File: src/logic/mie_pkg.sv
// Constants, opcodes and state codes for the instruction execute core
package mie_pkg;

  // ****************************************
  // Widths
  // ****************************************
  localparam int PC_W = 11;
  localparam int DW = 8;
  localparam int IW = 14;
  localparam int OPC_W = 6;
  localparam int DM_AW = 8;
  localparam int STACK_DEPTH = 6;

  // ****************************************
  // Instruction word fields
  // ****************************************
  localparam int OPC_HI = 13;
  localparam int OPC_LO = 8;
  localparam int TAG_HI = 13;
  localparam int TAG_LO = 11;
  localparam int OPERAND_HI = 7;
  localparam int OPERAND_LO = 0;
  localparam int TARGET_HI = 10;
  localparam int TARGET_LO = 0;
  localparam logic [2:0] JUMP_TAG = 3'h7;

  // ****************************************
  // Opcodes, instruction bits 13..8
  // ****************************************
  localparam logic [OPC_W-1:0] OP_NOP = 6'h00;
  localparam logic [OPC_W-1:0] OP_POWER_DOWN = 6'h01;
  localparam logic [OPC_W-1:0] OP_RETURN = 6'h02;
  localparam logic [OPC_W-1:0] OP_RETURN_FROM_INTERRUPT = 6'h03;
  localparam logic [OPC_W-1:0] OP_INCREMENT = 6'h10;
  localparam logic [OPC_W-1:0] OP_INCREMENT_TO_ACCUMULATOR = 6'h11;
  localparam logic [OPC_W-1:0] OP_MOVE_MEM_TO_ACC = 6'h12;
  localparam logic [OPC_W-1:0] OP_MOVE_ACC_TO_MEM = 6'h13;
  localparam logic [OPC_W-1:0] OP_MOVE_IMM_TO_ACC = 6'h14;
  localparam logic [OPC_W-1:0] OP_RETURN_WITH_VALUE = 6'h15;
  localparam logic [OPC_W-1:0] OP_OR_MEM = 6'h16;
  localparam logic [OPC_W-1:0] OP_OR_IMM = 6'h17;
  localparam logic [OPC_W-1:0] OP_OR_INTO_MEMORY = 6'h18;
  localparam logic [OPC_W-1:0] OP_ROTATE_LEFT = 6'h19;
  localparam logic [OPC_W-1:0] OP_ROTATE_LEFT_TO_ACCUMULATOR = 6'h1a;
  localparam logic [OPC_W-1:0] OP_ROTATE_LEFT_THROUGH_CARRY = 6'h1b;
  localparam logic [OPC_W-1:0] OP_ROTATE_LEFT_CARRY_TO_ACCUMULATOR = 6'h1c;
  localparam logic [OPC_W-1:0] OP_ROTATE_RIGHT = 6'h1d;
  localparam logic [OPC_W-1:0] OP_ROTATE_RIGHT_TO_ACCUMULATOR = 6'h1e;
  localparam logic [OPC_W-1:0] OP_ROTATE_RIGHT_THROUGH_CARRY = 6'h1f;
  localparam logic [OPC_W-1:0] OP_ROTATE_RIGHT_CARRY_TO_ACC = 6'h20;

  // ****************************************
  // Reset values and constants
  // ****************************************
  localparam logic [PC_W-1:0] PC_RST = 11'h000;
  localparam logic [DW-1:0] ACC_RST = 8'h00;
  localparam logic [DM_AW-1:0] DM_ADDR_RST = 8'h00;
  localparam logic [IW-1:0] INSTR_RST = 14'h0000;
  localparam logic [PC_W-1:0] PC_STEP = 11'h001;
  localparam logic [DW-1:0] BYTE_ONE = 8'h01;
  localparam logic [DW-1:0] BYTE_ZERO = 8'h00;

  // ****************************************
  // Sequencer states, one-hot
  // ****************************************
  typedef enum logic [4:0] {
    MIE_S_FETCH = 5'h01,
    MIE_S_EXEC = 5'h02,
    MIE_S_DUMMY1 = 5'h04,
    MIE_S_DUMMY2 = 5'h08,
    MIE_S_HALT = 5'h10
  } mie_state_t;

endpackage

File: src/logic/mie_alu.sv
// Combinational result unit for increment, move, OR and rotates
`timescale 1ns/1ps
module mie_alu import mie_pkg::*; #(
  parameter int W = DW
) (
  // Operation select
  input wire logic [OPC_W-1:0] opcode,
  // Operands
  input wire logic [W-1:0] acc,
  input wire logic [W-1:0] mem,
  input wire logic [W-1:0] imm,
  input wire logic carry_in,
  // Results
  output logic [W-1:0] result,
  output logic carry_out,
  output logic zero
);

  // Result and carry per opcode
  always_comb begin
    result = mem;
    carry_out = carry_in;
    case (opcode)
      OP_INCREMENT, OP_INCREMENT_TO_ACCUMULATOR: begin
        result = mem + W'(BYTE_ONE); // see [RULE4]
      end
      OP_MOVE_MEM_TO_ACC: begin
        result = mem; // see [RULE7]
      end
      OP_MOVE_ACC_TO_MEM: begin
        result = acc; // see [RULE7]
      end
      OP_MOVE_IMM_TO_ACC, OP_RETURN_WITH_VALUE: begin
        result = imm; // see [RULE6] see [RULE12]
      end
      OP_OR_MEM, OP_OR_INTO_MEMORY: begin
        result = acc | mem; // see [RULE9] see [RULE10]
      end
      OP_OR_IMM: begin
        result = acc | imm; // see [RULE9]
      end
      OP_ROTATE_LEFT, OP_ROTATE_LEFT_TO_ACCUMULATOR: begin
        result = {mem[W-2:0], mem[W-1]}; // see [RULE14] see [RULE15]
      end
      OP_ROTATE_LEFT_THROUGH_CARRY,
      OP_ROTATE_LEFT_CARRY_TO_ACCUMULATOR: begin
        result = {mem[W-2:0], carry_in}; // see [RULE16] see [RULE17]
        carry_out = mem[W-1];
      end
      OP_ROTATE_RIGHT, OP_ROTATE_RIGHT_TO_ACCUMULATOR: begin
        result = {mem[0], mem[W-1:1]}; // see [RULE18] see [RULE19]
      end
      OP_ROTATE_RIGHT_THROUGH_CARRY, OP_ROTATE_RIGHT_CARRY_TO_ACC: begin
        result = {carry_in, mem[W-1:1]}; // see [RULE20]
        carry_out = mem[0];
      end
      default: begin
        result = mem;
        carry_out = carry_in;
      end
    endcase
  end

  // Zero detect on the full result
  assign zero = (result == W'(BYTE_ZERO)); // see [RULE21]

endmodule

File: src/logic/mie_core.sv
// Instruction execute core: sequencer, registers, flags and memory ports
`timescale 1ns/1ps
// Overview of operation
// [RULE1] Power down keeps RAM and registers, clears watchdog and prescaler.
// [RULE2] Power down: PC plus one, power-down flag set, timeout flag cleared.
// [RULE3] Power down halts execution and switches the system clock off.
// [RULE4] Increment adds one to the byte; to memory or accumulator; zero flag.
// [RULE5] Direct jump loads the coded address into PC; no flag changes.
// [RULE6] Move immediate loads the 8-bit constant into the accumulator.
// [RULE7] Register moves copy byte to accumulator or back; no flags.
// [RULE8] No-operation only advances PC by one.
// [RULE9] OR of accumulator with byte or constant into accumulator; zero flag.
// [RULE10] OR into memory writes the OR result back; zero flag only.
// [RULE11] Return pops PC, takes two instruction cycles, keeps flags.
// [RULE12] Return with value pops PC and loads the constant into accumulator.
// [RULE13] Interrupt return pops PC and sets the global interrupt enable.
// [RULE14] Left rotate: bit 7 into bit 0, written back; no flags.
// [RULE15] Accumulator left rotate: result to accumulator, memory unchanged.
// [RULE16] Left rotate through carry: old carry in, old bit 7 to carry.
// [RULE17] Accumulator form of that: accumulator only, carry still updated.
// [RULE18] Right rotate: bit 0 into bit 7, written back; no flags.
// [RULE19] Accumulator right rotate: result to accumulator, memory unchanged.
// [RULE20] Right rotate through carry: old carry to bit 7, bit 0 to carry.
// [RULE21] Zero flag is set for an all-zero result, else cleared.
module mie_core import mie_pkg::*; #(
  parameter int DEPTH = STACK_DEPTH
) (
  // Clock and reset
  input wire logic clk,
  input wire logic rst_n,
  // Program memory
  output logic [PC_W-1:0] pm_addr_q,
  input wire logic [IW-1:0] pm_rdata,
  // Data memory
  output logic [DM_AW-1:0] dm_addr_q,
  output logic [DW-1:0] dm_wdata_q,
  output logic dm_we_q,
  input wire logic [DW-1:0] dm_rdata,
  // Stack push from call and interrupt logic
  input wire logic stack_push,
  input wire logic [PC_W-1:0] stack_push_addr,
  // Watchdog and power
  input wire logic watchdog_timeout,
  input wire logic flag_clear,
  input wire logic wake_up,
  output logic wdt_clear_q,
  output logic sys_clk_en_q,
  // Interrupt control
  input wire logic irq_enable_clear,
  output logic global_irq_enable_q,
  // Architectural state
  output logic [DW-1:0] acc_q,
  output logic zero_q,
  output logic carry_q,
  output logic power_down_flag_q,
  output logic watchdog_timeout_flag_q,
  output logic instr_end_q
);

  // ****************************************
  // Declarations
  // ****************************************
  mie_state_t state_q;
  logic [IW-1:0] instr_q;
  logic [OPC_W-1:0] op;
  logic exec;
  logic is_jump;
  logic wr_acc;
  logic wr_mem;
  logic upd_z;
  logic upd_c;
  logic do_pop;
  logic do_halt;
  logic do_return_from_interrupt;
  logic [DW-1:0] alu_res;
  logic alu_carry;
  logic alu_zero;
  logic [PC_W-1:0] stack_top;

  assign op = instr_q[OPC_HI:OPC_LO];
  assign exec = (state_q == MIE_S_EXEC);
  assign is_jump = (instr_q[TAG_HI:TAG_LO] == JUMP_TAG);

  // ****************************************
  // Decode
  // ****************************************

  // Destination and flag enables per opcode
  always_comb begin
    wr_acc = 1'b0;
    wr_mem = 1'b0;
    upd_z = 1'b0;
    upd_c = 1'b0;
    do_pop = 1'b0;
    do_halt = 1'b0;
    do_return_from_interrupt = 1'b0;
    if (!is_jump) begin
      case (op)
        OP_POWER_DOWN: begin
          do_halt = 1'b1; // see [RULE1]
        end
        OP_RETURN: begin
          do_pop = 1'b1; // see [RULE11]
        end
        OP_RETURN_FROM_INTERRUPT: begin
          do_pop = 1'b1; // see [RULE13]
          do_return_from_interrupt = 1'b1;
        end
        OP_RETURN_WITH_VALUE: begin
          do_pop = 1'b1; // see [RULE12]
          wr_acc = 1'b1;
        end
        OP_INCREMENT, OP_OR_INTO_MEMORY: begin
          wr_mem = 1'b1; // see [RULE4] see [RULE10]
          upd_z = 1'b1;
        end
        OP_INCREMENT_TO_ACCUMULATOR, OP_OR_MEM, OP_OR_IMM: begin
          wr_acc = 1'b1; // see [RULE4] see [RULE9]
          upd_z = 1'b1;
        end
        OP_MOVE_MEM_TO_ACC, OP_MOVE_IMM_TO_ACC: begin
          wr_acc = 1'b1; // see [RULE6] see [RULE7]
        end
        OP_MOVE_ACC_TO_MEM, OP_ROTATE_LEFT, OP_ROTATE_RIGHT: begin
          wr_mem = 1'b1; // see [RULE7] see [RULE14] see [RULE18]
        end
        OP_ROTATE_LEFT_TO_ACCUMULATOR,
        OP_ROTATE_RIGHT_TO_ACCUMULATOR: begin
          wr_acc = 1'b1; // see [RULE15] see [RULE19]
        end
        OP_ROTATE_LEFT_THROUGH_CARRY,
        OP_ROTATE_RIGHT_THROUGH_CARRY: begin
          wr_mem = 1'b1; // see [RULE16] see [RULE20]
          upd_c = 1'b1;
        end
        OP_ROTATE_LEFT_CARRY_TO_ACCUMULATOR,
        OP_ROTATE_RIGHT_CARRY_TO_ACC: begin
          wr_acc = 1'b1; // see [RULE17]
          upd_c = 1'b1;
        end
        default: begin
          wr_acc = 1'b0; // No-operation and unused codes
        end
      endcase
    end
  end

  // ****************************************
  // Datapath and stack
  // ****************************************
  mie_alu #(
    .W(DW)
  ) u_alu (
    .opcode(op),
    .acc(acc_q),
    .mem(dm_rdata),
    .imm(instr_q[OPERAND_HI:OPERAND_LO]),
    .carry_in(carry_q),
    .result(alu_res),
    .carry_out(alu_carry),
    .zero(alu_zero)
  );

  mie_stack #(
    .DEPTH(DEPTH),
    .W(PC_W)
  ) u_stack (
    .clk(clk),
    .rst_n(rst_n),
    .push(stack_push),
    .push_data(stack_push_addr),
    .pop(exec && do_pop),
    .top(stack_top)
  );

  // ****************************************
  // Sequencer
  // ****************************************

  // Fetch, execute, two dummy clocks for returns, halt
  always_ff @(posedge clk or negedge rst_n) begin
    if (!rst_n) begin
      state_q <= MIE_S_FETCH;
    end else begin
      case (state_q)
        MIE_S_FETCH: begin
          state_q <= MIE_S_EXEC;
        end
        MIE_S_EXEC: begin
          if (do_halt) begin
            state_q <= MIE_S_HALT; // see [RULE3]
          end else if (do_pop) begin
            state_q <= MIE_S_DUMMY1; // see [RULE11]
          end else begin
            state_q <= MIE_S_FETCH;
          end
        end
        MIE_S_DUMMY1: begin
          state_q <= MIE_S_DUMMY2;
        end
        MIE_S_DUMMY2: begin
          state_q <= MIE_S_FETCH;
        end
        MIE_S_HALT: begin
          if (wake_up) begin
            state_q <= MIE_S_FETCH;
          end
        end
        default: begin
          state_q <= MIE_S_FETCH;
        end
      endcase
    end
  end

  // Instruction latch and data address
  always_ff @(posedge clk or negedge rst_n) begin
    if (!rst_n) begin
      instr_q <= INSTR_RST;
      dm_addr_q <= DM_ADDR_RST;
    end else if (state_q == MIE_S_FETCH) begin
      instr_q <= pm_rdata;
      dm_addr_q <= pm_rdata[OPERAND_HI:OPERAND_LO];
    end
  end

  // Program counter
  always_ff @(posedge clk or negedge rst_n) begin
    if (!rst_n) begin
      pm_addr_q <= PC_RST;
    end else if (exec) begin
      if (is_jump) begin
        pm_addr_q <= instr_q[TARGET_HI:TARGET_LO]; // see [RULE5]
      end else if (do_pop) begin
        pm_addr_q <= stack_top; // see [RULE11] see [RULE12] see [RULE13]
      end else begin
        pm_addr_q <= pm_addr_q + PC_STEP; // see [RULE2] see [RULE8]
      end
    end
  end

  // Instruction completion pulse
  always_ff @(posedge clk or negedge rst_n) begin
    if (!rst_n) begin
      instr_end_q <= 1'b0;
    end else begin
      instr_end_q <= (exec && !do_pop) || (state_q == MIE_S_DUMMY2);
    end
  end

  // ****************************************
  // Registers and memory write
  // ****************************************

  // Accumulator
  always_ff @(posedge clk or negedge rst_n) begin
    if (!rst_n) begin
      acc_q <= ACC_RST;
    end else if (exec && wr_acc) begin
      acc_q <= alu_res; // see [RULE15] see [RULE17] see [RULE19]
    end
  end

  // Data memory write, one clock pulse
  always_ff @(posedge clk or negedge rst_n) begin
    if (!rst_n) begin
      dm_we_q <= 1'b0;
      dm_wdata_q <= BYTE_ZERO;
    end else begin
      dm_we_q <= exec && wr_mem; // see [RULE10] see [RULE14]
      if (exec && wr_mem) begin
        dm_wdata_q <= alu_res;
      end
    end
  end

  // Zero and carry flags
  always_ff @(posedge clk or negedge rst_n) begin
    if (!rst_n) begin
      zero_q <= 1'b0;
      carry_q <= 1'b0;
    end else if (exec) begin
      if (upd_z) begin
        zero_q <= alu_zero; // see [RULE21]
      end
      if (upd_c) begin
        carry_q <= alu_carry; // see [RULE16] see [RULE20]
      end
    end
  end

  // Power-down and timeout flags; hardware set wins over clear
  always_ff @(posedge clk or negedge rst_n) begin
    if (!rst_n) begin
      power_down_flag_q <= 1'b0;
      watchdog_timeout_flag_q <= 1'b0;
    end else begin
      if (exec && do_halt) begin
        power_down_flag_q <= 1'b1; // see [RULE2]
      end else if (flag_clear) begin
        power_down_flag_q <= 1'b0;
      end
      if (watchdog_timeout) begin
        watchdog_timeout_flag_q <= 1'b1;
      end else if ((exec && do_halt) || flag_clear) begin
        watchdog_timeout_flag_q <= 1'b0; // see [RULE2]
      end
    end
  end

  // Watchdog clear pulse and system clock enable
  always_ff @(posedge clk or negedge rst_n) begin
    if (!rst_n) begin
      wdt_clear_q <= 1'b0;
      sys_clk_en_q <= 1'b1;
    end else begin
      wdt_clear_q <= exec && do_halt; // see [RULE1]
      if (exec && do_halt) begin
        sys_clk_en_q <= 1'b0; // see [RULE3]
      end else if (state_q == MIE_S_HALT && wake_up) begin
        sys_clk_en_q <= 1'b1;
      end
    end
  end

  // Global interrupt enable; return set wins over clear
  always_ff @(posedge clk or negedge rst_n) begin
    if (!rst_n) begin
      global_irq_enable_q <= 1'b0;
    end else if (exec && do_return_from_interrupt) begin
      global_irq_enable_q <= 1'b1; // see [RULE13]
    end else if (irq_enable_clear) begin
      global_irq_enable_q <= 1'b0;
    end
  end
endmodule

File: src/logic/mie_stack.sv
// Circular hardware return-address stack
`timescale 1ns/1ps
module mie_stack #(
  parameter int DEPTH = 6,
  parameter int W = 11
) (
  // Clock and reset
  input wire logic clk,
  input wire logic rst_n,
  // Push and pop
  input wire logic push,
  input wire logic [W-1:0] push_data,
  input wire logic pop,
  // Top entry
  output logic [W-1:0] top
);

  localparam int PW = $clog2(DEPTH);
  localparam logic [PW-1:0] LAST = PW'(DEPTH - 1);

  logic [W-1:0] mem [DEPTH];
  logic [PW-1:0] ptr_q;
  logic [PW-1:0] prev;

  // Index of the newest entry
  assign prev = (ptr_q == '0) ? LAST : ptr_q - PW'(1);
  assign top = mem[prev];

  // Pointer wraps; overflow overwrites the oldest entry
  always_ff @(posedge clk or negedge rst_n) begin
    if (!rst_n) begin
      ptr_q <= '0;
    end else if (push) begin
      ptr_q <= (ptr_q == LAST) ? '0 : ptr_q + PW'(1);
    end else if (pop) begin
      ptr_q <= prev;
    end
  end

  // Entry storage
  always_ff @(posedge clk) begin
    if (push) begin
      mem[ptr_q] <= push_data;
    end
  end

endmodule

File: config.mk
export PLATFORM = sky130hd
export DESIGN_NAME = mie_core
export DESIGN_NICKNAME = d
export VERILOG_FILES = /design/src/logic/mie_pkg.sv /design/src/logic/mie_alu.sv /design/src/logic/mie_core.sv /design/src/logic/mie_stack.sv
export SDC_FILE = /design/constraint.sdc
export NUM_CORES = 1
export LEC_CHECK = 0
export ABC_CLOCK_PERIOD_IN_PS = 2750
export BUFFER_PORTS_ARGS = -buffer_cell sky130_fd_sc_hd__buf_4
export CAP_MARGIN = 25
export CORE_ASPECT_RATIO = 1.5
export CORE_UTILIZATION = 40
export CTS_CLUSTER_DIAMETER = 120
export DETAILED_ROUTE_END_ITERATION = 6
export GPL_TIMING_DRIVEN = 0
export SYNTH_ARGS = -nofsm -noshare
export SYNTH_HDL_FRONTEND = slang
export SYNTH_SLANG_ARGS = --single-unit
File: constraint.sdc
create_clock -name clk -period 2.75 [get_ports clk]
set_clock_uncertainty 0.05 [all_clocks]
set_input_delay 0.55 -clock clk [delete_from_list [all_inputs] [get_ports clk]]
set_output_delay 0.55 -clock clk [all_outputs]
set_load 0.02 [all_outputs]
==> results of run 1 <==
power by group through the flow:
stage / Clock, W / Sequential [W] / Combinational, W
6_report: 0.00229 / 0.00296 / 0.00378
5_1_grt: 0.00240 / 0.00303 / 0.00412
4_1_cts: 0.00233 / 0.00296 / 0.00377
3_5_place_dp: 0 / 0.00299 / 0.00372
3_3_place_gp: 0 / 0.00298 / 0.00369
2_1_floorplan: 0 / 0.00309 / 0.00223
final timing paths:
check                                                end                     startpoint  slack (ps)
setup / recovery                      zero_q$_DFFE_PN0P_        instr_q[10]$_DFFE_PN0N_          80
hold / removal                    state_q[4]$_DFFE_PN0P_                          rst_n         150
setup reg to reg                      zero_q$_DFFE_PN0P_        instr_q[10]$_DFFE_PN0N_          80
hold reg to reg            power_down_flag_q$_DFFE_PN0P_  power_down_flag_q$_DFFE_PN0P_         450
max in group asynchronous       dm_addr_q[0]$_DFFE_PN0N_                          rst_n        1990
min in group clk                  instr_q[9]$_DFFE_PN0N_                    pm_rdata[9]         260
sequential cells by signal, summed over array words and instances, names as in the netlist:
| register | cells |
|---|---|
| wdt_clear_q | 1 |
| pm_addr_q | 11 |
| power_down_flag_q | 1 |
| u_stack.ptr_q | 3 |
| state_q | 5 |
| zero_q | 1 |
| dm_addr_q | 7 |
| dm_wdata_q | 8 |
| watchdog_timeout_flag_q | 1 |
| global_irq_enable_q | 1 |
| carry_q | 1 |
| acc_q | 8 |
| instr_q | 7 |
| dm_we_q | 1 |
| instr_end_q | 1 |
| sys_clk_en_q | 1 |
| u_stack.mem | 66 |
kinds of logic (layout without fill, tap and decap cells):
kind of cell	after synthesis	after routing
AOI/OAI and AO/OA	123	123
xor gates and xnor gates	13	13
muxes	34	34
and+or+nand+nor	208	208
DFF	124	124
adders and majority gates	3	3
buffers and inverters	54	168
final cells by class:
cell class                      count  area, sq um  share of cell area
Sequential cell                   124         3440               0.448
Timing Repair Buffer               83          622              0.0811
Clock inverter                     15          173              0.0225
Inverter                           10         37.5             0.00490
Tap cell                          199          249              0.0325
Buffer                             43          255              0.0333
Multi-Input combinational cell    381         2470               0.322
Clock buffer                       17          425              0.0555
placed cells by master, fill, tap and decap left out, types with 3 or more instances in the layout:
cell,netlist,final
sky130_fd_sc_hd__buf_4,10,88
sky130_fd_sc_hd__nand2_1,74,74
sky130_fd_sc_hd__edfxtp_1,66,66
sky130_fd_sc_hd__dfrtp_1,56,56
sky130_fd_sc_hd__nor2_1,52,52
sky130_fd_sc_hd__a21oi_1,43,43
sky130_fd_sc_hd__o21ai_0,20,20
sky130_fd_sc_hd__clkbuf_1,23,18
sky130_fd_sc_hd__mux2i_1,18,18
sky130_fd_sc_hd__nor3_1,17,17
sky130_fd_sc_hd__clkbuf_16,0,17
sky130_fd_sc_hd__nand3_1,14,14
sky130_fd_sc_hd__buf_2,9,11
sky130_fd_sc_hd__mux4_2,11,11
sky130_fd_sc_hd__inv_6,0,10
sky130_fd_sc_hd__inv_1,9,9
sky130_fd_sc_hd__nor2b_1,8,8
sky130_fd_sc_hd__a31oi_1,8,8
sky130_fd_sc_hd__o211ai_1,7,7
sky130_fd_sc_hd__xnor2_1,7,7
sky130_fd_sc_hd__and3_1,6,6
sky130_fd_sc_hd__xor2_1,6,6
sky130_fd_sc_hd__o22ai_1,5,5
sky130_fd_sc_hd__mux2_2,5,5
sky130_fd_sc_hd__nand3b_1,4,4
sky130_fd_sc_hd__nand2b_1,4,4
sky130_fd_sc_hd__and3b_1,4,4
sky130_fd_sc_hd__a22o_1,4,4
sky130_fd_sc_hd__a221o_1,4,4
sky130_fd_sc_hd__or3_1,3,3
sky130_fd_sc_hd__buf_6,2,3
sky130_fd_sc_hd__and2_1,3,3
sky130_fd_sc_hd__a211oi_1,3,3
sky130_fd_sc_hd__nand4b_1,3,3
sky130_fd_sc_hd__a211o_1,3,3
sky130_fd_sc_hd__ha_1,3,3
metal layers:
| layer | vias up | GRT usage | routed length (um) |
|---|---|---|---|
| met2 | 151 | 0.404 | 9080 |
| met1 | 2286 | 0.237 | 6120 |
| met4 | 0 | 0.108 | 493 |
| li1 | 2259 | - | - |
| met3 | 29 | 0.0459 | 789 |
| met5 | - | 0 | 0 |
through the flow:
step	util	hold slack [ps]	total power [W]
2_1_floorplan	-	204	0.00531
3_3_place_gp	0.464	420	0.00666
3_5_place_dp	0.466	439	0.00671
4_1_cts	0.507	165	0.00906
5_1_grt	0.509	204	0.00955
6_report	0.509	147	0.00903
==> summary by stage, run 1 <==
Clocking
TritonCTS built the clock tree. The cell at the root of the clock tree is sky130_fd_sc_hd__clkbuf_16. The number of sinks handled by clock tree synthesis is 124.

For this design, the CTS-stage hold fixing added 0 buffers. The clock reaches the later pin of the worst-skew pair after 420 ps. The longest clock path from root to sink contains 2 buffers. In this run, post-CTS repair resized a total of 7 instances. The buffer count from post-CTS setup fixing is 0.

After clock tree synthesis, the clock-pin slew on the worst setup and hold paths is 70 ps. TritonCTS created 17 clock buffers. The clock tree synthesis step divided the H-tree into 4 levels.

Final layout
0 antenna diodes ended up in the layout. The number of nets in the finished design is 703. The synthesis-to-finish area growth is 24.6%. The fraction of layout instances using a drive strength above 1 is 0.253. The finished layout cell area is 7660 sq um. The number of non-filler instances in the completed layout is 872. After filler insertion, the fill cell instance count of the layout stands at 1364.

Worst setup path
The depth of the critical timing path with buffers and inverters included is 6. The worst register-to-register path has a depth of 6. The critical path goes through or4b_1 > a21oi_2 > nor2b_1 > a2111oi_2 > nand4b_1 > o31ai_2. The worst setup path is launched from a register.

The maximum fanout encountered on the critical timing path is 5. The sum of buffers and inverters on the critical path is 0. Data on the critical path arrives at its endpoint at 2950 ps. At the worst endpoint, the required time is 3030 ps. The critical path capture point type is a register. The type of the setup path with the least slack is reg2reg. The largest individual stage delay along the critical path comes from the cell sky130_fd_sc_hd__or4b_1. Grouping stages by cell kind, the critical path spends the most delay in compound AO/OA/AOI/OAI gates.

The critical path's largest stage delay is 640 ps.

STA
For the final routed database, the setup TNS stands at 0 ps. The final count of pins violating max slew was 0. The shortest period the worst path allows is 2670 ps. The worst path meets setup with 78.0 ps of slack.

The highest clock rate is 374 MHz. Setup repair after global routing could not meet its margin everywhere. Setup violations remaining at the end of the flow were counted as 0.

The number of endpoints with negative hold slack in the final report is 0. Of the available clock period, the critical path in the final layout requires 0.972. The slew at the pin closest to its max-slew limit is 980 ps.

The worst pin sits at a relative slew slack of 0.341.

Synth
Of the total synthesized cell area, the portion taken by AND, OR, NAND and NOR gates is 0.163. The post-synthesis sequential area ratio is 0.559. By instance count, the leading cell after synthesis is sky130_fd_sc_hd__nand2_1. The synthesized netlist cell count is 559.

In this run, distinct cell masters in the synthesized netlist total 66. A synthesized cell averages 11.0 sq um. The synthesized cell area is 6150 sq um. After synthesis, the largest family of logic cells by area is simple AND/OR/NAND/NOR gates. Of the total synthesized cell area, the portion taken by full adders, half adders and majority gates is 0.00610. The share of the synthesized area in compound gates (AO/OA/AOI/OAI) is 0.131.

The most area-hungry cell type in the Yosys netlist is sky130_fd_sc_hd__edfxtp_1. The xor/xnor cell area share of the yosys netlist is 0.0185. Synthesis inferred 124 register bits.

Of the post-synthesis cell area, the dominant cell type holds 0.322. The Yosys step of the flow raised 0 warnings. In the post-synthesis netlist, the biggest area contributors are sky130_fd_sc_hd__edfxtp_1 (32%), sky130_fd_sc_hd__dfrtp_1 (23%), sky130_fd_sc_hd__nand2_1 (4.5%). Counting instances in the post-synthesis netlist gives the leading cell types as sky130_fd_sc_hd__nand2_1 (74), sky130_fd_sc_hd__edfxtp_1 (66), sky130_fd_sc_hd__dfrtp_1 (56), sky130_fd_sc_hd__nor2_1 (52), sky130_fd_sc_hd__a21oi_1 (43). The portion of synthesized area spent on multiplexers is 0.0787. Synthesis produced a netlist with a net count of 602. The number of flops mapped to enable cells by yosys is 66. The post-synthesis async set-or-reset flop share is 0.468. For this run, the leading register cell type out of synthesis is sky130_fd_sc_hd__edfxtp_1.

Placement
The cell total after placement is 841. Input and output buffers added on the ports amount to 80. Prior to clock tree synthesis, the placed netlist has a worst setup slack of -428 ps. Detailed placement ended at an HPWL of 11.9 mm. The post-detailed-placement cell area is 7020 sq um. The routability congestion estimate is 0.898.

Floorplan
The die extent in y is 154 um. The die area is 15900 sq um. 84 I/O pins were placed. The starting utilization of the core area is 0.408. The floorplan die width is 103 um. In this run the standard cell core region covers 15100 sq um. The initialized floorplan defines 55 standard-cell rows.

Global route
The pin count of the biggest net entering global routing is 59. The residual overflow from global routing is 0. The number of global-route vias before repair is 4826. The first global-routing pass estimated 25.6 mm of wire. The global-route total usage across every layer is 0.222. The number of antenna violations at the first check in global routing is 0.

Route
In the routed layout, each cell is associated on average with a via count of 5.42. The total length of routed wires is 16.5 mm. The detail route stage leaves a number of antenna-violating nets equal to 0. Before antenna repair, the detailed router went through 5 iterations. The starting DRC count in detailed routing is 279.

Dividing the detail-routed wire length by the instance count gives 18.9 um. The count of vias placed by the detailed router is 4725. The DRC violation count after routing is 0.

Outcome
The run finished with clean final reports.

Power
The share of total power in combinational logic is 0.419. The peak ir drop on the vdd network is 0.693 mV. The share of total power dissipated in the clock network is 0.253.

The analysis attributes to net switching a power of 0.00364 W. Of the total power, registers draw 0.328. The internal portion of the total power is 0.00538 W. Power spread over the standard cell area amounts to 1180 nW/um^2.

The switching part of the total power is 0.404. The leakage power total is 3.11 nW.

Run
The number of maximum-capacitance violations is 0.

Worst hold path
The worst hold path class is in2async.
Note: power is estimated with default switching activity, not from simulation.
==> run 2, diff against run 1 <==
ABC_AREA = 1   (was not set)
CORE_UTILIZATION = 29   (was 40)
TNS_END_PERCENT = 1   (was not set)
==> run 2 against run 1 <==
  * Combinational power increased by 3%
  * Wire length increased by 11%
  * Synthesized cell count increased by 30%
  * Critical path depth increased by 5
  * Power increased by 1.3%
  * Sequential cell count unchanged
  * Maximum frequency increased by 7.3%
  * Die area increased by 41%
  * Core utilization decreased by 13 points
  * Critical endpoint is now pm_addr_q[10]$_DFFE_PN0P_
  * Largest cell class unchanged
  * Largest power group unchanged
  * Highest routed layer unchanged
==> summary by stage, run 2 <==
Final layout
The fraction of layout instances using a drive strength above 1 was 0.211 (-0.0412). From synthesis to final layout, the design area changed by 25.9%. The number of nets in the finished design is 872 (+24%). The number of diodes added for antenna fixing is 0 (unchanged). The total area of multi-input combinational cells is 2480 sq um (+0.41%).

The library cells used most frequently in the layout, excluding fill and tap cells, are sky130_fd_sc_hd__nand2_1 (187), sky130_fd_sc_hd__buf_4 (93), sky130_fd_sc_hd__nor2_1 (73). The number of fillers in the final layout is 2139 (+57%). The number of flip-flops under the largest register name came to 66 (unchanged). The number of non-filler instances in the completed layout is 1110 (+27%). The most common cell after layout, fill and taps aside is sky130_fd_sc_hd__nand2_1. Counting flops per register, the top entry is u_stack.mem.

The largest registers in the layout are u_stack.mem: 66 flops, pm_addr_q: 11 flops. The sequential cell area is 3440 sq um (unchanged). The finished layout cell area is 7950 sq um (+3.8%).

Clocking
The cts-stage hold buffer count is 0 (unchanged). The worst-skew pair later-pin latency is 420 ps (about the same). The number of clock buffers inserted by TritonCTS was 17 (unchanged). The maximum number of buffers from clock root to sink is 2 (unchanged).

The cell at the root of the clock tree is sky130_fd_sc_hd__clkbuf_16. The number of sinks handled by clock tree synthesis is 124 (unchanged). The clock slew seen by the registers of the worst setup and hold paths is 60 ps (about the same). The H-tree depth came to 4 (unchanged). The buffer count from post-CTS setup fixing is 0 (unchanged). TritonCTS built the clock tree.

Worst hold path
The min-delay analysis places its worst path in the category in2async.

Worst setup path
The critical path's largest stage delay came to 440 ps (-200 ps). The type of the setup path with the least slack is reg2reg. The sum of buffers and inverters on the critical path is 4 (+4). The cell with the largest stage delay on the worst path is sky130_fd_sc_hd__clkbuf_1. The capture point of the worst reg-to-reg path is pm_addr_q[10]$_DFFE_PN0P_. The dominant delay contributor by cell family on the critical path is buffers and inverters. Traced cell by cell, the critical path runs through buf_4 > nor2_1 > ha_1 > inv_1 > nand2_1 > buf_2 > clkbuf_1 > nor2_1 > o211ai_1 > o21ai_0 > o21ai_0.

The data arrival time of the critical path is 2760 ps (-190 ps). STA classifies the critical path startpoint as a register. The maximum fanout encountered on the critical timing path was 10 (+5). The worst-case reg-to-reg path depth was 11 (+5). STA classifies the critical path endpoint as a register. The reg-to-reg critical path startpoint is u_stack.ptr_q[0]$_DFFE_PN0P_. The data required time at the worst endpoint is 3020 ps (about the same). The reg2reg setup slack is 260 ps (+180 ps).

Route
The routed length on met2 is 9.47 mm (+4.3%). The wire length on met3 is 840 um (+6.5%). The average via count per standard cell is 4.85 (-10%). The count of vias placed by the detailed router is 5388 (+14%). The total length of routed wires came to 18.2 mm (+11%). The number of iterations in the first detailed-routing pass is 5 (unchanged).

The DRC violation count after routing was 0 (unchanged). The count of nets left with antenna violations after detail routing is 0 (unchanged). After detailed routing, no signal wire sits above met4. The average detailed-routed wire length per instance is 16.4 um (-13%). The wire length on met1 is 7.20 mm (+18%). The starting DRC count in detailed routing is 369 (+32%).

STA
The shortest period the worst path allows is 2490 ps (-183 ps). The number of endpoints with negative hold slack in the final report is 0 (unchanged). The slew at the pin closest to its max-slew limit is 778 ps (-202 ps). The least setup slack across all paths after layout is 261 ps (+183 ps). Setup repair after global routing left no endpoint under its margin. The final count of pins violating max slew is 0 (unchanged). The highest clock rate came to 402 MHz (+7.3%). The relative slew slack was 0.477 (+0.135). The share of the clock period used by the worst path after layout is 0.905 (-0.0664). The final-report setup violation count is 0 (unchanged).

The sum of negative setup slack came to 0 ps (unchanged). The worst-case hold slack was 127 ps (-19.9 ps).

Floorplan
The starting utilization of the core area was 0.298 (-0.110). The floorplan die width was 123 um (+19%). The number of ports placed on the die boundary came to 84 (unchanged). The die area is 22400 sq um (+41%). The die extent in y is 183 um (+19%). The site row count was 65 (+18%). The standard cell core area came to 21200 sq um (+41%).

Synth
The total nets after synthesis is 767 (+27%). Among all cell types in the netlist, the one instantiated most often is sky130_fd_sc_hd__nand2_1. The total of warnings raised by yosys was 0 (unchanged). The xor/xnor cell area share of the yosys netlist came to 0.00970 (-0.00881). The largest family of logic cells by synthesized area is simple AND/OR/NAND/NOR gates.

Counting instances in the post-synthesis netlist gives the leading cell types as sky130_fd_sc_hd__nand2_1 (187), sky130_fd_sc_hd__nor2_1 (73), sky130_fd_sc_hd__edfxtp_1 (66), sky130_fd_sc_hd__nand3_1 (66), sky130_fd_sc_hd__o21ai_0 (58). The synthesized cell area is 6320 sq um (+2.7%). The most area-hungry cell type in the Yosys netlist is sky130_fd_sc_hd__edfxtp_1. The post-synthesis async set-or-reset flop share is 0.468 (unchanged).

The distinct cell type count after synthesis is 44 (-33%). The post-synthesis sequential area ratio is 0.544 (-0.0148). The synthesized-area fraction occupied by adder cells is 0.00594 (-0.000162). The commonest register cell after synthesis is sky130_fd_sc_hd__edfxtp_1. The number of flops mapped to enable cells by yosys is 66 (unchanged). The post-synthesis area per instance is 8.73 sq um (-21%). The flop and latch count out of synthesis is 124 (unchanged). The share of the synthesized area in compound gates (AO/OA/AOI/OAI) was 0.109 (-0.0225). The synthesized netlist cell count is 724 (+30%).

The share of the synthesized area in the top cell type is 0.314 (-0.00855). The simple-gate portion of the synthesized area is 0.261 (+0.0977). The fraction of synthesized area in multiplexers was 0.00337 (-0.0754). Ranked by total cell area, the synthesized netlist is headed by sky130_fd_sc_hd__edfxtp_1 (31%), sky130_fd_sc_hd__dfrtp_1 (22%), sky130_fd_sc_hd__nand2_1 (11%).

Power
The sequential share of power is 0.321 (-0.007). The share of total power in the clock network is 0.253 (about the same). The leakage power total is 3.54 nW (+14%). The share of total power in combinational logic is 0.426 (+0.007). The peak ir drop on the vdd network is 0.576 mV (-17%). The net switching power came to 0.00386 W (+5.9%). The switching part of the total power is 0.422 (+0.0184). The internal power of the cells is 0.00529 W (-1.8%). The ratio of total power to cell area is 1150 nW/um^2 (-2.4%).

Run
The number of maximum-capacitance violations came to 0 (unchanged).

Global route
The global-route wire length before repair is 28.1 mm (+9.7%). The pin count of the biggest net entering global routing is 59 (unchanged). The number of antenna violations at the first check in global routing is 0 (unchanged). The residual overflow from global routing came to 0 (unchanged). The global-route total usage across every layer was 0.171 (-0.0513). The number of global-route vias before repair is 5177 (+7.3%).

Placement
The cell total after placement came to 1078 (+28%). The total of buffers placed on input and output ports is 80 (unchanged). The routability congestion estimate is 0.948 (+5.6%). The worst slack at placement was 194 ps (+621 ps). The half-perimeter wire length after placement is 13.9 mm (+16%). The post-detailed-placement cell area came to 7340 sq um (+4.5%).

Outcome
The flow ran to the end, and the final reports show no timing, DRC or antenna violations.
==> run 2: area by class of cell <==
cell class | instances | area share
buffer | 33 | 0.0230
clock buffer | 17 | 0.0535
clock inverter | 15 | 0.0238
inverter | 65 | 0.0307
multi-input combinational | 502 | 0.311
sequential | 124 | 0.432
tap | 268 | 0.0422
timing repair buffer | 86 | 0.0835
==> run 2: worst register-to-register path: cells and delay by family (launching register included) <==
family,cells,cell delay (ps)
compound gates,3,520
fa+ha+maj,1,200
buf+inv,4,900
flops,1,360
simple gates,3,350
==> run 2: cells by family after synthesis <==
family	after synthesis
AOI/OAI and AO/OA	120
xor gates and xnor gates	7
adders and majority gates	3
buffers and inverters	98
DFF	124
muxes	2
and+or+nand+nor	370
==> run 2: stage by stage <==
stage,utilization,power (W)
after floorplan,-,0.00539
after global placement,0.342,0.00679
after detailed placement,0.346,0.00688
after CTS,0.375,0.00920
after global routing,0.375,0.00972
final,0.375,0.00915
==> run 2: worst max path at each step <==
stage | cells after the start | startpoint | to | slack (ps)
detailed placement | 10 | u_stack.ptr_q[0]$_DFFE_PN0P_ | pm_addr_q[1]$_DFFE_PN0P_ | 190
global route | 11 | u_stack.ptr_q[0]$_DFFE_PN0P_ | pm_addr_q[3]$_DFFE_PN0P_ | 80
finish | 11 | u_stack.ptr_q[0]$_DFFE_PN0P_ | pm_addr_q[10]$_DFFE_PN0P_ | 260
global placement | 3 | stack_push | u_stack.mem[4][0]$_DFFE_PP_ | -460
floorplan | 2 | stack_push | u_stack.mem[4][0]$_DFFE_PP_ | 560
CTS | 10 | u_stack.ptr_q[0]$_DFFE_PN0P_ | pm_addr_q[1]$_DFFE_PN0P_ | 200
==> run 2: layer usage <==
layer,track usage,vias to the layer above
li1,-,2643
met1,0.191,2540
met2,0.302,166
met3,0.0277,39
met4,0.0961,0
met5,0,-
==> run 2: power by group through the flow <==
stage / Sequential (W) / Clock [W] / Combinational [W]
6_report: 0.00294 / 0.00232 / 0.00389
5_1_grt: 0.00300 / 0.00244 / 0.00429
4_1_cts: 0.00294 / 0.00235 / 0.00392
3_5_place_dp: 0.00297 / 0 / 0.00391
3_3_place_gp: 0.00296 / 0 / 0.00383
2_1_floorplan: 0.00310 / 0 / 0.00229
==> run 2: what timing repair did <==
item	4_1_cts	5_1_grt
endpoints found under the setup margin	0	1
resized for setup	0	2
endpoints found under the hold margin	0	0
==> run 3, diff against run 2 <==
CORE_MARGIN = 2   (was not set)
==> run 3 against run 2 <==
  * Maximum frequency rose by 1.4%
  * Global-route usage decreased by 0.41 points
  * Hold slack better by 26 ps
  * Critical path depth is 1 lower
  * Power shrank 0.68%
  * Die area increased by 2.7%
  * Sequential cell count did not move
  * First-iteration DRC count shrank 15%
  * Combinational power about the same
  * Sequential share of layout area grew 0.10 points
  * Core utilization is 0.65 points lower
  * Non-clock buffer count fell by 1
  * Critical path type unchanged
  * Largest power group unchanged
  * Highest routed layer unchanged
==> summary by stage, run 3 (synthesis gave the netlist of run 2 again) <==
Clocking
The number of clock buffers inserted by TritonCTS is 17 (unchanged). The clock slew seen by the registers of the worst setup and hold paths is 60 ps (about the same). The maximum number of buffers from clock root to sink is 2 (unchanged). The worst-skew pair later-pin latency is 420 ps (about the same).

The cell at the root of the clock tree is sky130_fd_sc_hd__clkbuf_16. The number of sinks handled by clock tree synthesis came to 124 (unchanged). TritonCTS built the clock tree.

The cts-stage hold buffer count came to 0 (unchanged). The H-tree depth is 4 (unchanged).

Final layout
Leaving out fill and tap cells, the most frequent cell in the layout is sky130_fd_sc_hd__nand2_1. Ranked by flip-flop count, first place goes to u_stack.mem. The number of flip-flops under the largest register name is 66 (unchanged). The fraction of layout instances using a drive strength above 1 is 0.208 (-0.00332). Compared with the post-synthesis result, the final layout area differs by 25.6%. The number of non-filler instances in the completed layout is 1113 (+0.27%). The number of diodes added for antenna fixing is 0 (unchanged). The number of fillers in the final layout is 2204 (+3.0%). The number of nets in the finished design is 871 (-0.11%). The top cell types in the final layout, fill and taps aside, are sky130_fd_sc_hd__nand2_1 (187), sky130_fd_sc_hd__buf_4 (94), sky130_fd_sc_hd__nor2_1 (73). The largest registers in the layout are u_stack.mem: 66 flops, pm_addr_q: 11 flops.

Power
The peak ir drop on the vdd network is 0.656 mV (+14%). The ratio of total power to cell area is 1140 nW/um^2 (-0.45%). The leakage power total is 3.53 nW (-0.25%).

Floorplan
The die extent in y was 185 um (+1.1%). The die area came to 23000 sq um (+2.7%). The floorplan die width is 125 um (+1.6%). The standard cell core area is 21600 sq um (+1.5%). The number of ports placed on the die boundary is 84 (unchanged). The site row count came to 66 (+1.5%). The starting utilization of the core area is 0.293 (-0.00451).

STA
The slew at the pin closest to its max-slew limit is 759 ps (-19.0 ps). The relative slew slack is 0.494 (+0.0170). The shortest period the worst path allows came to 2450 ps (-34.6 ps).

The final-report setup violation count is 0 (unchanged). The number of endpoints with negative hold slack in the final report is 0 (unchanged). The final count of pins violating max slew is 0 (unchanged). The share of the clock period used by the worst path after layout is 0.893 (-0.0126).

Setup repair after global routing left no endpoint under its margin. The worst-case hold slack was 153 ps (+25.9 ps). The highest clock rate was 407 MHz (+1.4%).

Route
The average via count per standard cell came to 4.84 (-0.27%). The total length of routed wires was 18.4 mm (+0.86%). The average detailed-routed wire length per instance is 16.5 um (+0.58%). The count of vias placed by the detailed router is 5388 (unchanged).

The number of iterations in the first detailed-routing pass is 5 (unchanged). The count of nets left with antenna violations after detail routing was 0 (unchanged). The starting DRC count in detailed routing was 312 (-15%). The DRC violation count after routing is 0 (unchanged).

Placement
The half-perimeter wire length after placement is 13.9 mm (about the same). The routability congestion estimate is 0.900 (-5.0%). The cell total after placement is 1082 (+0.37%). The total of buffers placed on input and output ports was 80 (unchanged).

Worst setup path
The data required time at the worst endpoint is 3010 ps (about the same). Broken down by cell family, the worst path's largest delay share belongs to compound AO/OA/AOI/OAI gates. For this design, the slowest cell found on the critical path is sky130_fd_sc_hd__clkbuf_1. The critical path capture point type is a register. Walking the worst path, the cells encountered are buf_4 > nand2_1 > inv_1 > a21oi_2 > clkbuf_1 > nand3_1 > nand3_1 > o21ai_0 > o21ai_0 > a21oi_1. The maximum fanout encountered on the critical timing path is 10 (unchanged).

The critical path's largest stage delay is 500 ps (+60 ps). The sum of buffers and inverters on the critical path is 3 (-1). The worst setup path is launched from a register.

The type of the setup path with the least slack is reg2reg. The data arrival time of the critical path is 2710 ps (-50 ps).

Global route
The global-route total usage across every layer is 0.167 (-0.00407). The number of global-route vias before repair is 5419 (+4.7%). The residual overflow from global routing is 0 (unchanged). The number of antenna violations at the first check in global routing was 0 (unchanged). The global-route wire length before repair is 29.3 mm (+4.4%). The pin count of the biggest net entering global routing is 59 (unchanged).

Outcome
The flow ran to the end, and the final reports show no timing, DRC or antenna violations.

Run
The number of maximum-capacitance violations was 0 (unchanged).

Worst hold path
The worst hold path class is in2async.
[run 3: cell types whose count changed in the layout (fill, tap and decap cells not counted)]
cell | previous run | this run
sky130_fd_sc_hd__inv_8 | 1 | 0
sky130_fd_sc_hd__buf_6 | 6 | 5
sky130_fd_sc_hd__inv_6 | 3 | 2
sky130_fd_sc_hd__buf_4 | 93 | 94
sky130_fd_sc_hd__clkinv_1 | 1 | 2
sky130_fd_sc_hd__clkbuf_1 | 15 | 16
sky130_fd_sc_hd__clkinvlp_4 | 3 | 2
sky130_fd_sc_hd__clkbuf_2 | 1 | 0
sky130_fd_sc_hd__clkinv_2 | 0 | 1
[run 3: final cells by class]
type | count | area [sq um] | area share
sequential | 124 | 3440 | 0.433
multi-input combinational | 502 | 2480 | 0.312
timing repair buffer | 86 | 661 | 0.0833
clock buffer | 18 | 429 | 0.0541
tap | 272 | 340 | 0.0429
inverter | 65 | 244 | 0.0307
buffer | 32 | 178 | 0.0224
clock inverter | 14 | 170 | 0.0214
[run 3: worst paths after layout]
path	slack [ps]	startpoint	cells after the start	end
setup / recovery	300	u_stack.ptr_q[0]$_DFFE_PN0P_	10	pm_addr_q[5]$_DFFE_PN0P_
hold / removal	150	rst_n	1	carry_q$_DFFE_PN0P_
setup reg to reg	300	u_stack.ptr_q[0]$_DFFE_PN0P_	10	pm_addr_q[5]$_DFFE_PN0P_
hold reg to reg	430	dm_wdata_q[0]$_DFFE_PN0P_	2	dm_wdata_q[0]$_DFFE_PN0P_
max in group asynchronous	2000	rst_n	1	instr_end_q$_DFF_PN0_
min in group clk	270	flag_clear	2	watchdog_timeout_flag_q$_DFFE_PN0P_
[run 3: per-layer routing]
| metal | track usage | up-vias | routed length (um) | share of wire |
|---|---|---|---|---|
| met1 | 0.181 | 2539 | 7070 | 0.38 |
| li1 | - | 2638 | - | - |
| met3 | 0.0348 | 38 | 848 | 0.046 |
| met4 | 0.0710 | 0 | 551 | 0.030 |
| met5 | 0 | - | 0 | 0 |
| met2 | 0.312 | 173 | 9910 | 0.54 |
[run 3: metrics by stage]
stage / setup TNS, ps / worst slack [ps] / area, sq um / total power (W) / util
global route: 0 / 9.50 / 7940 / 0.00975 / 0.368
CTS: 0 / 278 / 7940 / 0.00916 / 0.368
floorplan: 0 / 564 / 6320 / 0.00539 / -
detailed placement: 0 / 288 / 7340 / 0.00687 / 0.341
global placement: -6940 / -277 / 7260 / 0.00678 / 0.337
finish: 0 / 295 / 7940 / 0.00908 / 0.368
[run 3: repair_timing]
item / in CTS / in global routing
resized for setup: 0 / 0
setup endpoints to repair: 0 / 1
buffers inserted: 0 / 0
[run 3: power by group]
part / switching, W / internal [W] / total (W)
clock: 0.000846 / 0.00143 / 0.00227
combinational: 0.00251 / 0.00137 / 0.00388
sequential: 0.000458 / 0.00248 / 0.00294
total: 0.00381 / 0.00527 / 0.00908
